===== src/dsgp_pkg.sv =====
// Constants, register map and types for the debug-shared GPIO port
package dsgp_pkg;
  localparam int NPIN = 4;
  localparam int ADDR_W = 8;
  localparam logic [ADDR_W-1:0] OFS_DATA = 8'h00;
  localparam logic [ADDR_W-1:0] OFS_OUTEN = 8'h04;
  localparam logic [ADDR_W-1:0] OFS_FSEL = 8'h08;
  localparam logic [ADDR_W-1:0] OFS_OD = 8'h28;
  localparam logic [ADDR_W-1:0] OFS_PU = 8'h2c;
  localparam logic [ADDR_W-1:0] OFS_PD = 8'h30;
  localparam logic [ADDR_W-1:0] OFS_IE = 8'h38;
  localparam logic [ADDR_W-1:0] OFS_STBY = 8'h3c;
  localparam logic [NPIN-1:0] RST_DATA = 4'h0;
  localparam logic [NPIN-1:0] RST_OUTEN = 4'h1;
  localparam logic [NPIN-1:0] RST_FSEL = 4'h3;
  localparam logic [NPIN-1:0] RST_OD = 4'h0;
  localparam logic [NPIN-1:0] RST_PU = 4'h1;
  localparam logic [NPIN-1:0] RST_PD = 4'h2;
  localparam logic [NPIN-1:0] RST_IE = 4'h3;
  localparam logic RST_DRVE = 1'b0;
  localparam int STBY_DRVE_BIT = 0;
  localparam logic [NPIN-1:0] MASK_PU = 4'hd;
  localparam logic [NPIN-1:0] MASK_PD = 4'h2;
  // Pins whose function is serial-wire data or trace output
  localparam logic [NPIN-1:0] DEBUG_DATA_PINS = 4'hd;
  // Pins whose function is an external interrupt input
  localparam logic [NPIN-1:0] EXTINT_PINS = 4'h0;
  localparam int PIN_SWDIO = 0;
  localparam int PIN_SWCLK = 1;
  localparam logic [1:0] RESP_OKAY = 2'h0;
  localparam logic [1:0] RESP_SLVERR = 2'h2;
  // Nine selections need four bits
  typedef enum logic [3:0] {
    SEL_DATA, SEL_OUTEN, SEL_FSEL, SEL_OD, SEL_PU, SEL_PD, SEL_IE,
    SEL_STBY, SEL_NONE
  } dsgp_sel_t;
  typedef struct packed {
    logic [NPIN-1:0] out;
    logic [NPIN-1:0] oe;
    logic [NPIN-1:0] pu;
    logic [NPIN-1:0] pd;
    logic [NPIN-1:0] ie;
  } dsgp_pad_t;
endpackage


===== src/dsgp_port.sv =====
// Debug-shared 4-pin GPIO port with AXI4-Lite register access
`timescale 1ns/1ps
module dsgp_port
  import dsgp_pkg::*;
(
  input wire logic aclk,
  input wire logic aresetn,
  input wire logic [ADDR_W-1:0] s_axi_awaddr,
  input wire logic s_axi_awvalid,
  output logic s_axi_awready,
  input wire logic [31:0] s_axi_wdata,
  input wire logic [3:0] s_axi_wstrb,
  input wire logic s_axi_wvalid,
  output logic s_axi_wready,
  output logic [1:0] s_axi_bresp,
  output logic s_axi_bvalid,
  input wire logic s_axi_bready,
  input wire logic [ADDR_W-1:0] s_axi_araddr,
  input wire logic s_axi_arvalid,
  output logic s_axi_arready,
  output logic [31:0] s_axi_rdata,
  output logic [1:0] s_axi_rresp,
  output logic s_axi_rvalid,
  input wire logic s_axi_rready,
  input wire logic stop_mode,
  input wire logic [NPIN-1:0] pin_in,
  output dsgp_pad_t pad,
  input wire logic dbg_swdio_out,
  input wire logic dbg_swdio_oe,
  output logic dbg_swdio_in,
  output logic dbg_swclk,
  input wire logic trace_clock_out,
  input wire logic trace_data_out,
  input wire logic trace_valid
);

  function automatic dsgp_sel_t decode(input logic [ADDR_W-1:0] a);
    dsgp_sel_t s;
    s = SEL_NONE;
    if (a == OFS_DATA) s = SEL_DATA;
    else if (a == OFS_OUTEN) s = SEL_OUTEN;
    else if (a == OFS_FSEL) s = SEL_FSEL;
    else if (a == OFS_OD) s = SEL_OD;
    else if (a == OFS_PU) s = SEL_PU;
    else if (a == OFS_PD) s = SEL_PD;
    else if (a == OFS_IE) s = SEL_IE;
    else if (a == OFS_STBY) s = SEL_STBY;
    return s;
  endfunction

  logic [NPIN-1:0] data_ff, oe_ff, fsel_ff, od_ff, pu_ff, pd_ff, ie_ff;
  logic drve_ff;
  logic [NPIN-1:0] sync1_ff, sync2_ff;
  dsgp_pad_t pad_ff;
  logic swdio_in_ff, swclk_ff;
  logic aw_got_ff, w_got_ff, bvalid_ff, rvalid_ff;
  logic [ADDR_W-1:0] awaddr_ff;
  logic [31:0] wdata_ff, rdata_ff;
  logic [3:0] wstrb_ff;
  logic [1:0] bresp_ff, rresp_ff;

  // Write channel: address and data may arrive in either order
  wire aw_hs = s_axi_awvalid & s_axi_awready;
  wire w_hs = s_axi_wvalid & s_axi_wready;
  wire ar_hs = s_axi_arvalid & s_axi_arready;
  wire aw_have = aw_got_ff | aw_hs;
  wire w_have = w_got_ff | w_hs;
  wire wr_fire = aw_have & w_have & ~bvalid_ff;
  wire [ADDR_W-1:0] wr_addr = aw_got_ff ? awaddr_ff : s_axi_awaddr;
  wire [31:0] wr_data = w_got_ff ? wdata_ff : s_axi_wdata;
  wire [3:0] wr_strb = w_got_ff ? wstrb_ff : s_axi_wstrb;
  wire dsgp_sel_t wr_sel = decode(wr_addr);
  wire dsgp_sel_t rd_sel = decode(s_axi_araddr);
  wire [NPIN-1:0] wv = wr_data[NPIN-1:0];
  // Only byte lane 0 holds live bits
  wire wr_en = wr_fire & wr_strb[0];

  assign s_axi_awready = ~aw_got_ff & ~bvalid_ff;
  assign s_axi_wready = ~w_got_ff & ~bvalid_ff;
  assign s_axi_arready = ~rvalid_ff;
  assign s_axi_bvalid = bvalid_ff;
  assign s_axi_bresp = bresp_ff;
  assign s_axi_rvalid = rvalid_ff;
  assign s_axi_rresp = rresp_ff;
  assign s_axi_rdata = rdata_ff;

  // Pin muxing and stop-mode gating
  wire [NPIN-1:0] fun_out = {trace_data_out, trace_clock_out, 1'b0,
                             dbg_swdio_out};
  wire [NPIN-1:0] fun_valid = {trace_valid, trace_valid, 1'b0,
                               dbg_swdio_oe};
  wire gate_on = ~stop_mode | drve_ff;
  wire [NPIN-1:0] keep_out = DEBUG_DATA_PINS & fsel_ff & oe_ff;
  wire [NPIN-1:0] keep_in = EXTINT_PINS & fsel_ff & ie_ff;
  wire [NPIN-1:0] ie_eff = ie_ff & ({NPIN{gate_on}} | keep_in);
  wire [NPIN-1:0] oe_base = oe_ff & (~fsel_ff | fun_valid);
  wire [NPIN-1:0] oe_pre = oe_base & ({NPIN{gate_on}} | keep_out);
  wire [NPIN-1:0] out_val = (fsel_ff & fun_out) | (~fsel_ff & data_ff);
  // Open drain: only a low level is ever driven
  wire [NPIN-1:0] oe_eff = oe_pre & ~(od_ff & out_val);
  wire [NPIN-1:0] in_pass = ie_eff & ~fsel_ff;
  wire [NPIN-1:0] rd_pins = (sync2_ff & in_pass) |
                            (data_ff & ~in_pass);
  dsgp_pad_t nxt_pad;
  assign nxt_pad.out = out_val;
  assign nxt_pad.oe = oe_eff;
  assign nxt_pad.pu = pu_ff;
  assign nxt_pad.pd = pd_ff;
  assign nxt_pad.ie = ie_eff;
  assign pad = pad_ff;
  assign dbg_swdio_in = swdio_in_ff;
  assign dbg_swclk = swclk_ff;

  logic [31:0] nxt_rdata;
  always_comb begin
    nxt_rdata = 32'h0000_0000;
    case (rd_sel)
      SEL_DATA: nxt_rdata[NPIN-1:0] = rd_pins;
      SEL_OUTEN: nxt_rdata[NPIN-1:0] = oe_ff;
      SEL_FSEL: nxt_rdata[NPIN-1:0] = fsel_ff;
      SEL_OD: nxt_rdata[NPIN-1:0] = od_ff;
      SEL_PU: nxt_rdata[NPIN-1:0] = pu_ff;
      SEL_PD: nxt_rdata[NPIN-1:0] = pd_ff;
      SEL_IE: nxt_rdata[NPIN-1:0] = ie_ff;
      SEL_STBY: nxt_rdata[STBY_DRVE_BIT] = drve_ff;
      default: nxt_rdata = 32'h0000_0000;
    endcase
  end

  always_ff @(posedge aclk) begin
    if (!aresetn) begin
      sync1_ff <= 4'h0;
      sync2_ff <= 4'h0;
    end else begin
      sync1_ff <= pin_in;
      sync2_ff <= sync1_ff;
    end
  end

  always_ff @(posedge aclk) begin
    if (!aresetn) begin
      pad_ff <= '0;
      swdio_in_ff <= 1'b0;
      swclk_ff <= 1'b0;
    end else begin
      pad_ff <= nxt_pad;
      // Function inputs see the pin only through the input enable
      swdio_in_ff <= sync2_ff[PIN_SWDIO] & ie_eff[PIN_SWDIO];
      swclk_ff <= sync2_ff[PIN_SWCLK] & ie_eff[PIN_SWCLK];
    end
  end

  // Register file
  always_ff @(posedge aclk) begin
    if (!aresetn) begin
      data_ff <= RST_DATA;
      oe_ff <= RST_OUTEN;
      fsel_ff <= RST_FSEL;
      od_ff <= RST_OD;
      pu_ff <= RST_PU;
      pd_ff <= RST_PD;
      ie_ff <= RST_IE;
      drve_ff <= RST_DRVE;
    end else if (wr_en) begin
      if (wr_sel == SEL_DATA) data_ff <= wv;
      if (wr_sel == SEL_OUTEN) oe_ff <= wv;
      if (wr_sel == SEL_FSEL) fsel_ff <= wv;
      if (wr_sel == SEL_OD) od_ff <= wv;
      if (wr_sel == SEL_PU) pu_ff <= wv & MASK_PU;
      if (wr_sel == SEL_PD) pd_ff <= wv & MASK_PD;
      if (wr_sel == SEL_IE) ie_ff <= wv;
      if (wr_sel == SEL_STBY) drve_ff <= wr_data[STBY_DRVE_BIT];
    end
  end

  // AXI4-Lite handshakes
  always_ff @(posedge aclk) begin
    if (!aresetn) begin
      aw_got_ff <= 1'b0;
      w_got_ff <= 1'b0;
      awaddr_ff <= '0;
      wdata_ff <= 32'h0000_0000;
      wstrb_ff <= 4'h0;
    end else begin
      if (wr_fire) begin
        aw_got_ff <= 1'b0;
        w_got_ff <= 1'b0;
      end else begin
        if (aw_hs) aw_got_ff <= 1'b1;
        if (w_hs) w_got_ff <= 1'b1;
      end
      if (aw_hs) awaddr_ff <= s_axi_awaddr;
      if (w_hs) wdata_ff <= s_axi_wdata;
      if (w_hs) wstrb_ff <= s_axi_wstrb;
    end
  end

  always_ff @(posedge aclk) begin
    if (!aresetn) begin
      bvalid_ff <= 1'b0;
      bresp_ff <= RESP_OKAY;
    end else if (wr_fire) begin
      bvalid_ff <= 1'b1;
      bresp_ff <= (wr_sel == SEL_NONE) ? RESP_SLVERR : RESP_OKAY;
    end else if (s_axi_bready) begin
      bvalid_ff <= 1'b0;
    end
  end

  always_ff @(posedge aclk) begin
    if (!aresetn) begin
      rvalid_ff <= 1'b0;
      rresp_ff <= RESP_OKAY;
      rdata_ff <= 32'h0000_0000;
    end else if (ar_hs) begin
      rvalid_ff <= 1'b1;
      rresp_ff <= (rd_sel == SEL_NONE) ? RESP_SLVERR : RESP_OKAY;
      rdata_ff <= nxt_rdata;
    end else if (s_axi_rready) begin
      rvalid_ff <= 1'b0;
    end
  end
endmodule


===== config.mk =====
export PLATFORM = sky130hd
export DESIGN_NAME = dsgp_port
export DESIGN_NICKNAME = d
export VERILOG_FILES = /design/src/dsgp_pkg.sv /design/src/dsgp_port.sv
export SDC_FILE = /design/constraint.sdc
export NUM_CORES = 1
export LEC_CHECK = 0
export BUFFER_PORTS_ARGS = -buffer_cell sky130_fd_sc_hd__clkbuf_2
export CORE_ASPECT_RATIO = 1.2
export CORE_MARGIN = 5
export CORE_UTILIZATION = 49
export CTS_CLUSTER_DIAMETER = 100
export DETAILED_ROUTE_END_ITERATION = 12
export PLACE_DENSITY = 0.9
export SETUP_SLACK_MARGIN = 0.05
export SLEW_MARGIN = 20
export SYNTH_ARGS = -nofsm -noshare
export SYNTH_HDL_FRONTEND = slang
export SYNTH_SLANG_ARGS = --single-unit

===== constraint.sdc =====
create_clock -name aclk -period 2.3 [get_ports aclk]
set_input_delay 0.115 -clock aclk [delete_from_list [all_inputs] [get_ports aclk]]
set_output_delay 0.115 -clock aclk [all_outputs]
set_load 0.01 [all_outputs]

==> qor.txt, run 1 <==
commonest non-fill, non-tap cell in the layout: dfxtp_1
HPWL after DPL: 5870 um
port bufs: 66
Yosys reg bits: 74
Int Pwr: 0.00207 W
Post-synth EDFFs: 0
Vias: 2903
antenna-violating nets left: 0
Switching Power: 0.000727 W
Synth Flop Type: dfxtp_1
die footprint: 0.00891 mm2
pre-CTS WS: 0.248 ns
Nets: 526
critical path data required time: 2.55 ns
Reg2Reg Depth: 5
GRT Resource Usage Total: 0.185
post-synth top area cell: dfxtp_1
max-cap viol count: 0
core box area: 0.00690 mm2
post-layout min period: 1.95 ns
fill cell count: 610
CP max stage cell: dfxtp_2
num ports: 132
Avg Cell Area, Syn: 8.98 um2
Residual DRC: 0
Initial Util: 0.506
startpoint types: flip-flop
Clk pwr share: 0.392
non-filler cells in the finished layout: 549
wire per inst: 14.5 um
WP depth: 5
Hold Path Class: in2reg
most frequent cells in the layout: dfxtp_1 (73), clkbuf_2 (66), nand2_1 (42), conb_1 (34), mux2i_1 (33)
Critical Path Sink Type: flip-flop
maximum clock frequency: 513 MHz
Final Hold Viols: 0
Root Buffer: clkbuf_8
unrepaired setup endpoints after global routing: no
CP top delay family: simple AND/OR/NAND/NOR gates
Sinks on Clock Net: 74
Tcrit/Tclk final: 0.848
max-slew violations: 0
setup TNS: 0 ns
worst setup margin: 0.349 ns
Worst-Skew Late Latency: 0.36 ns
ys async rst share: 0
Yosys cell types: 53
VDD IR max: 0.380 mV
DRT iter0 DRCs: 154
wire length of the first global-routing pass: 12900 um
Die X: 87.0 um
worst hold slack: 0.0169 ns
share of the synthesized area in the top cell type: 0.425
Worst Hold Path Cells: 3
peak per-stage delay on the critical path: 0.48 ns
share of cells above drive strength 1: 0.225
H-tree levels: 3
Crit Path Category: reg2reg
Max clock buf depth: 2
status: completed
Diodes inserted: 0
Final Wtd Congestion: 0.829
worst-path cell chain: mux2_2 -> nor4_4 -> nand4_2 -> nand3_1 -> o21ai_1
leak pwr: 1.83 nW
largest net degree at the start of global routing: 48
Row Count: 33
CTS buffer count: 9
max reg flops: 16
vias in the first global route: 2822
Synth area leaders: dfxtp_1 (42%), mux2i_1 (9.5%), buf_4 (7.3%), nand2_1 (4.5%), mux2_2 (3.6%)
Final Setup Violations: 0
Remaining Overflow, GRT: 0
Post-Route WL: 7940 um
P per Cell Area: 697 mW/mm2
placed insts: 524
Max FO, Critical Path: 13
CTS tree: done
mapped cell area: 0.00349 mm2
area growth from synthesis to layout: 15.1%
crit path buf inv count: 0
Worst-path clk slew: 0.08 ns
Die Y-Extent: 102 um
worst endpoint data arrival time: 2.20 ns
initial antenna violation count: 0
Mapped Cells: 388
Net Sw Frac: 0.260
register area share after synthesis: 0.425
drt via density: 5.29
Reg power frac: 0.486
synth warn: 0
TritonRoute pass-1 iters: 5
Comb power frac: 0.122
clock skew: 0.0124 ns
Final Util: 0.582
-- Yosys cell counts (2+ instances only) --
| master | instances |
|---|---|
| a21oi_1 | 15 |
| a22oi_1 | 3 |
| a31oi_1 | 6 |
| and2_1 | 16 |
| and3_1 | 4 |
| and4_1 | 2 |
| buf_2 | 2 |
| buf_4 | 34 |
| buf_6 | 2 |
| clkbuf_1 | 11 |
| dfxtp_1 | 74 |
| inv_1 | 8 |
| mux2_2 | 11 |
| mux2i_1 | 33 |
| nand2_1 | 42 |
| nand2b_1 | 9 |
| nand3_1 | 15 |
| nand3b_1 | 4 |
| nand4_2 | 2 |
| nor2_1 | 31 |
| nor2b_1 | 5 |
| nor3_1 | 2 |
| nor3b_1 | 3 |
| nor4_1 | 4 |
| o2111ai_1 | 2 |
| o21ai_0 | 13 |
| o21ai_1 | 8 |
| o22ai_1 | 2 |
-- worst reg2reg max path, stage by stage, from the launching register on --
cell and delay [ns]:
dfxtp_2 0.48, mux2_2 0.43, nor4_4 0.36, nand4_2 0.32
nand3_1 0.19, o21ai_1 0.07
-- per-layer routing --
layer	routed length, um	vias up	share of wire	track usage
li1	-	1423	-	-
met1	3110	1341	0.39	0.213
met2	3990	116	0.50	0.310
met3	592	23	0.075	0.0516
met4	241	0	0.030	0.0995
met5	0	-	0	0
-- final cells by class --
type	count	area, um2	share of cell area
multi-input combinational	287	1740	0.433
sequential	74	1480	0.369
timing repair buffer	77	435	0.108
clock buffer	10	128	0.0318
tap	87	109	0.0271
clock inverter	6	91.3	0.0228
inverter	8	30.0	0.00748
-- kinds of logic (layout without fill, tap and decap cells) --
family,Yosys count,in the layout,synth area share
AOI/OAI and AO/OA,59,59,0.103
buffers and inverters,60,101,0.112
DFF,74,74,0.425
muxes,44,44,0.130
other,1,34,0.00108
and+or+nand+nor,150,150,0.229
-- final timing paths --
check / start / slack, ns / to
worst max-delay path: aw_got_ff / 0.35 / oe_ff[2]
worst min-delay path: s_axi_wdata[1] / 0.02 / wdata_ff[1]
worst min register to register: sync1_ff[3] / 0.43 / sync2_ff[3]
worst max register to register: aw_got_ff / 0.35 / oe_ff[2]
-- power by group through the flow --
stage	logic, W	registers [W]	clock network [W]
floorplan	0.000280	0.00138	0
finish	0.000342	0.00136	0.00110
CTS	0.000341	0.00136	0.00112
global route	0.000380	0.00137	0.00119
detailed placement	0.000325	0.00139	0
global placement	0.000316	0.00138	0
-- through the flow --
| step | power, W | instance area, um2 |
|---|---|---|
| floorplan | 0.00166 | 3610 |
| global placement | 0.00170 | 3700 |
| detailed placement | 0.00171 | 3700 |
| CTS | 0.00282 | 4010 |
| global route | 0.00293 | 4010 |
| finish | 0.00280 | 4010 |
-- repair_timing --
action / in CTS / in global routing
setup buffers: 0 / 0
hold buffers: 9 / 0
hold endpoints to repair: 9 / 0
resized for setup: 0 / 1
setup endpoints to repair: 0 / 2
Power figures use the tool's default switching activity.
==> run 2, diff against run 1 <==
- clock period: 2.3 -> 2 ns (I/O delays scaled with it)
==> qor.txt, run 2 (synthesis results as in run 1) <==
largest net degree at the start of global routing: 48 (unchanged)
worst endpoint data arrival time: 2.12 ns (was 2.20 ns)
vias in the first global route: 2765 (was 2822)
Die X: 87.0 um (unchanged)
Comb power frac: 0.126 (was 0.122)
antenna-violating nets left: 0 (unchanged)
Nets: 532 (was 526)
Worst-path clk slew: 0.07 ns (was 0.08 ns)
R2R Path Start: w_got_ff (was aw_got_ff)
post-layout min period: 1.88 ns
Critical Path Start: s_axi_awaddr[1] (was aw_got_ff)
critical path data required time: 2.23 ns (was 2.55 ns)
Final Cell Area: 0.00408 mm2 (was 0.00401 mm2)
setup TNS: 0 ns (unchanged)
TritonRoute pass-1 iters: 6 (was 5)
port bufs: 66 (unchanged)
CP top delay family: simple AND/OR/NAND/NOR gates (unchanged)
GRT Resource Usage Total: 0.180 (was 0.185)
CTS tree: done (unchanged)
drt via density: 5.17 (was 5.29)
Tcrit/Tclk final: 0.942
P per Cell Area: 800 mW/mm2 (was 697 mW/mm2)
initial antenna violation count: 0 (unchanged)
Diodes inserted: 0 (unchanged)
Final Hold Viols: 0 (unchanged)
Worst-Skew Late Latency: 0.35 ns (was 0.36 ns)
Reg power frac: 0.476 (was 0.486)
Vias: 2869 (was 2903)
leak pwr: 1.86 nW (was 1.83 nW)
wire per inst: 14.0 um (was 14.5 um)
commonest non-fill, non-tap cell in the layout: dfxtp_1 (unchanged)
unrepaired setup endpoints after global routing: yes (was no)
num ports: 132 (unchanged)
placed cell area: 0.00371 mm2 (was 0.00370 mm2)
wire length of the first global-routing pass: 12500 um (was 12900 um)
area growth from synthesis to layout: 17.2% (was 15.1%)
HP Start: dbg_swdio_out (was s_axi_wdata[1])
HPWL after DPL: 5750 um (was 5870 um)
Hold Path Class: in2reg (unchanged)
non-filler cells in the finished layout: 555 (was 549)
placed insts: 525 (was 524)
Crit Path Category: in2reg (was reg2reg)
Die Y-Extent: 102 um (unchanged)
Row Count: 33 (unchanged)
Critical Path Sink Type: flip-flop (unchanged)
Max FO, Critical Path: 5 (was 13)
VDD IR max: 0.544 mV (was 0.380 mV)
worst-path cell chain: dlygate4sd3_1 -> clkbuf_2 -> nor4_1 -> mux2_2 -> and4b_1 -> nand3_1 -> mux2i_1 (was mux2_2 -> nor4_4 -> nand4_2 -> nand3_1 -> o21ai_1)
status: completed (unchanged)
Sinks on Clock Net: 74 (unchanged)
most frequent cells in the layout: dfxtp_1 (74), clkbuf_2 (66), nand2_1 (42), conb_1 (34), mux2i_1 (33) (was dfxtp_1 (73), clkbuf_2 (66), nand2_1 (42), conb_1 (34), mux2i_1 (33))
share of cells above drive strength 1: 0.226 (was 0.225)
clock skew: 0.0102 ns (was 0.0124 ns)
Remaining Overflow, GRT: 0 (unchanged)
peak per-stage delay on the critical path: 0.54 ns (was 0.48 ns)
pre-CTS WS: 0.164 ns (was 0.248 ns)
Final Setup Violations: 0 (unchanged)
max reg flops: 16 (unchanged)
worst setup margin: 0.116 ns (was 0.349 ns)
Int Pwr: 0.00243 W (was 0.00207 W)
startpoint types: primary input (was flip-flop)
Residual DRC: 0 (unchanged)
Root Buffer: clkbuf_8 (unchanged)
max-cap viol count: 0 (unchanged)
Net Sw Frac: 0.258 (was 0.260)
maximum clock frequency: 531 MHz
die footprint: 0.00891 mm2 (unchanged)
Post-Route WL: 7780 um (was 7940 um)
core box area: 0.00690 mm2 (unchanged)
max-slew violations: 0 (unchanged)
CTS buffer count: 9 (unchanged)
crit path buf inv count: 2 (was 0)
DRT iter0 DRCs: 211 (was 154)
Max clock buf depth: 2 (unchanged)
Final Wtd Congestion: 0.824 (was 0.829)
Switching Power: 0.000843 W (was 0.000727 W)
Initial Util: 0.506 (unchanged)
total power draw: 0.00327 W (was 0.00280 W)
Clk pwr share: 0.398 (was 0.392)
CP max stage cell: dlygate4sd3_1 (was dfxtp_2)
H-tree levels: 3 (unchanged)
[run 2: path summary, 6_finish.rpt]
check | end | slack, ns | depth (start not counted)
setup / recovery | od_ff[3] | 0.12 | 7
hold / removal | pad[16] | 0.02 | 3
setup reg to reg | od_ff[3] | 0.12 | 5
hold reg to reg | sync2_ff[2] | 0.44 | 1
[run 2: what timing repair did]
item | 4_1_cts | 5_1_grt
hold buffers | 14 | 0
setup buffers | 0 | 0
resized for setup | 0 | 1
setup endpoints to repair | 0 | 12
endpoints found under the hold margin | 14 | 0
[run 2: worst min-delay path: cells and delay by family]
kind,cells,cell delay (ns)
buffers and inverters,1,0.08
and+or+nand+nor,1,0.08
muxes,1,0.08
[run 2: power groups by stage]
| stage | clock network (W) | registers (W) | logic, W |
|---|---|---|---|
| after global placement | 0 | 0.00159 | 0.000371 |
| after global routing | 0.00140 | 0.00156 | 0.000456 |
| after detailed placement | 0 | 0.00159 | 0.000382 |
| after floorplan | 0 | 0.00159 | 0.000322 |
| after CTS | 0.00133 | 0.00156 | 0.000407 |
| final | 0.00130 | 0.00156 | 0.000410 |
[run 2: layout make-up]
class | count | area, um2
clock inverter | 6 | 90.1
sequential | 74 | 1480
fill | 570 | 2810
tap | 87 | 109
inverter | 8 | 30.0
multi-input combinational | 287 | 1740
timing repair buffer | 83 | 493
clock buffer | 10 | 138
[run 2: per-layer routing]
metal	wire, um	vias up	share of wire	track usage
met5	0	-	0	0
met4	219	0	0.028	0.0815
met3	643	20	0.083	0.0460
met2	3870	112	0.50	0.308
met1	3040	1310	0.39	0.211
li1	-	1427	-	-
[run 2: metrics by stage]
stage | hold slack (ns) | utilization
finish | 0.0214 | 0.592
global route | 0.0106 | 0.592
CTS | 0.000573 | 0.592
detailed placement | 0.310 | 0.538
global placement | 0.309 | 0.538
floorplan | 0.227 | -
==> run 3, diff against run 2 <==
- ABC_AREA: default -> 1
- BUFFER_PORTS_ARGS: -buffer_cell sky130_fd_sc_hd__clkbuf_2 -> -buffer_cell sky130_fd_sc_hd__buf_2
- CORE_UTILIZATION: 49 -> 45
- PLACE_DENSITY: 0.9 -> 0.83
==> qor.txt, run 3 <==
port bufs: 66 (unchanged)
Max FO, Critical Path: 8 (was 5)
Yosys reg bits: 74 (unchanged)
TritonRoute pass-1 iters: 4 (was 6)
Synth area leaders: dfxtp_1 (40%), nand2_1 (13%), buf_4 (6.9%), nor2_1 (6.9%), inv_1 (5.8%) (was dfxtp_1 (42%), mux2i_1 (9.5%), buf_4 (7.3%), nand2_1 (4.5%), mux2_2 (3.6%))
P per Cell Area: 780 mW/mm2 (was 800 mW/mm2)
Final Cell Area: 0.00428 mm2 (was 0.00408 mm2)
VDD IR max: 0.542 mV (was 0.544 mV)
post-synthesis mux area share: 0.00813 (was 0.130)
Vias: 3301 (was 2869)
Crit Path Category: reg2reg (was in2reg)
die footprint: 0.0101 mm2 (was 0.00891 mm2)
wire length of the first global-routing pass: 13900 um (was 12500 um)
Tcrit/Tclk final: 0.888 (was 0.942)
compound-gate portion of the synthesized area: 0.115 (was 0.103)
worst setup margin: 0.224 ns (was 0.116 ns)
maximum clock frequency: 563 MHz (was 531 MHz)
Nets: 665 (was 532)
unrepaired setup endpoints after global routing: no (was yes)
transition time of the tightest slew-check pin: 0.588 ns
critical path data required time: 2.22 ns (was 2.23 ns)
H-tree levels: 3 (unchanged)
Remaining Overflow, GRT: 0 (unchanged)
max-cap viol count: 0 (unchanged)
Avg Cell Area, Syn: 7.18 um2 (was 8.98 um2)
XOR/XNOR Fraction of Synth Area: 0 (unchanged)
worst endpoint data arrival time: 2.00 ns (was 2.12 ns)
Die Y-Extent: 109 um (was 102 um)
Max clock buf depth: 2 (unchanged)
Sinks on Clock Net: 74 (unchanged)
Diodes inserted: 0 (unchanged)
HPWL after DPL: 6510 um (was 5750 um)
Hold Path Class: in2reg (unchanged)
Yosys cell types: 45 (was 53)
Synth Flop Type: dfxtp_1 (unchanged)
initial antenna violation count: 0 (unchanged)
Critical Path Sink Type: flip-flop (unchanged)
Mapped Cells: 514 (was 388)
share of the synthesized area in the top cell type: 0.401 (was 0.425)
register area share after synthesis: 0.401 (was 0.425)
post-layout min period: 1.78 ns (was 1.88 ns)
drt via density: 4.75 (was 5.17)
wire per inst: 12.3 um (was 14.0 um)
post-synth top area cell: dfxtp_1 (unchanged)
max reg flops: 16 (unchanged)
DRT iter0 DRCs: 197 (was 211)
antenna-violating nets left: 0 (unchanged)
mapped cell area: 0.00369 mm2 (was 0.00349 mm2)
Residual DRC: 0 (unchanged)
Worst-Skew Late Latency: 0.35 ns (about the same)
clock skew: 0.00761 ns (was 0.0102 ns)
Row Count: 36 (was 33)
ys async rst share: 0 (unchanged)
Die X: 92.7 um (was 87.0 um)
Final Hold Viols: 0 (unchanged)
share of cells above drive strength 1: 0.220 (was 0.226)
Post-synth EDFFs: 0 (unchanged)
Final Setup Violations: 0 (unchanged)
synth warn: 0 (unchanged)
leak pwr: 2.13 nW (was 1.86 nW)
commonest cells in the netlist: nand2_1 (127), dfxtp_1 (74), nor2_1 (68) (was dfxtp_1 (74), nand2_1 (42), buf_4 (34))
Synth Area in Adders: 0 (unchanged)
Initial Util: 0.458 (was 0.506)
commonest non-fill, non-tap cell in the layout: nand2_1 (was dfxtp_1)
placed cell area: 0.00402 mm2 (was 0.00371 mm2)
largest family of logic cells by synthesized area: simple AND/OR/NAND/NOR gates (unchanged)
relative slew slack: 0.606
status: completed (unchanged)
CTS tree: done (unchanged)
startpoint types: flip-flop (was primary input)
setup TNS: 0 ns (unchanged)
Final Wtd Congestion: 0.885 (was 0.824)
Worst-path clk slew: 0.08 ns (was 0.07 ns)
largest net degree at the start of global routing: 40 (was 48)
area growth from synthesis to layout: 15.9% (was 17.2%)
GRT Resource Usage Total: 0.172 (was 0.180)
num ports: 132 (unchanged)
Simple-Gate Fraction of Synth Area: 0.319 (was 0.229)
pre-CTS WS: 0.130 ns (was 0.164 ns)
core box area: 0.00806 mm2 (was 0.00690 mm2)
most common cell in the synthesized netlist: nand2_1 (was dfxtp_1)
max-slew violations: 0 (unchanged)
vias in the first global route: 3203 (was 2765)
CTS buffer count: 9 (unchanged)
Root Buffer: clkbuf_8 (unchanged)
most frequent cells in the layout: nand2_1 (127), dfxtp_1 (73), nor2_1 (68), buf_2 (66), inv_1 (57) (was dfxtp_1 (74), clkbuf_2 (66), nand2_1 (42), conb_1 (34), mux2i_1 (33))
Post-Route WL: 8530 um (was 7780 um)
[run 3: critical path, stage by stage (launching register included)]
cell,delay (ns)
dfxtp_2,0.39
buf_4,0.17
o31ai_1,0.31
nand2_2,0.13
nor2_4,0.19
nand2_2,0.09
nor2_4,0.12
nand2_2,0.10
nand2_1,0.08
o211ai_2,0.07
[run 3: final timing paths]
| kind | startpoint | end | slack, ns | cells past startpoint |
|---|---|---|---|---|
| worst min register to register | sync1_ff[2] | sync2_ff[2] | 0.41 | 2 |
| worst min-delay path | s_axi_awaddr[3] | awaddr_ff[3] | 0.008 | 3 |
| worst max-delay path | aw_got_ff | oe_ff[0] | 0.22 | 9 |
| worst max register to register | aw_got_ff | oe_ff[0] | 0.22 | 9 |
[run 3: layout make-up]
class                      instances  area, um2
sequential                        74       1480
timing repair buffer              82        470
multi-input combinational        359       1760
inverter                          70        267
clock inverter                     6       58.8
fill                             809       3780
clock buffer                       9        124
tap                               95        119
[run 3: per-layer routing]
layer / GRT usage / wire length (um) / up-vias
met3: 0.0435 / 607 / 13
met5: 0 / 0 / -
li1: - / - / 1711
met1: 0.197 / 3490 / 1466
met2: 0.307 / 4240 / 111
met4: 0.0681 / 198 / 0
[run 3: through the flow]
step,power (W),hold WS [ns],utilization,std cells
floorplan,0.00214,0.198,-,547
global placement,0.00224,0.284,0.498,672
global route,0.00353,0.0166,0.531,695
finish,0.00334,0.00792,0.531,695
CTS,0.00337,0.000105,0.531,695
detailed placement,0.00226,0.287,0.498,672
[run 3: kinds of logic (layout without fill, tap and decap cells)]
| group | after synthesis | count (layout) |
|---|---|---|
| and+or+nand+nor | 254 | 254 |
| other | 1 | 34 |
| DFF | 74 | 74 |
| AOI/OAI and AO/OA | 68 | 68 |
| buffers and inverters | 114 | 167 |
| muxes | 3 | 3 |
[run 3: power breakdown]
part | leakage, nW | switching, W | internal, W | total [W]
combinational | 1.42 | 0.000413 | 0.000215 | 0.000628
sequential | 0.605 | 0.0000636 | 0.00155 | 0.00162
clock | 0.0986 | 0.000532 | 0.000562 | 0.00109
[run 3: what timing repair did]
action / in CTS / in global routing
gates resized for setup: 0 / 1
hold endpoints to repair: 8 / 0
setup buffers: 0 / 0
hold buffers: 8 / 0
setup endpoints to repair: 0 / 10
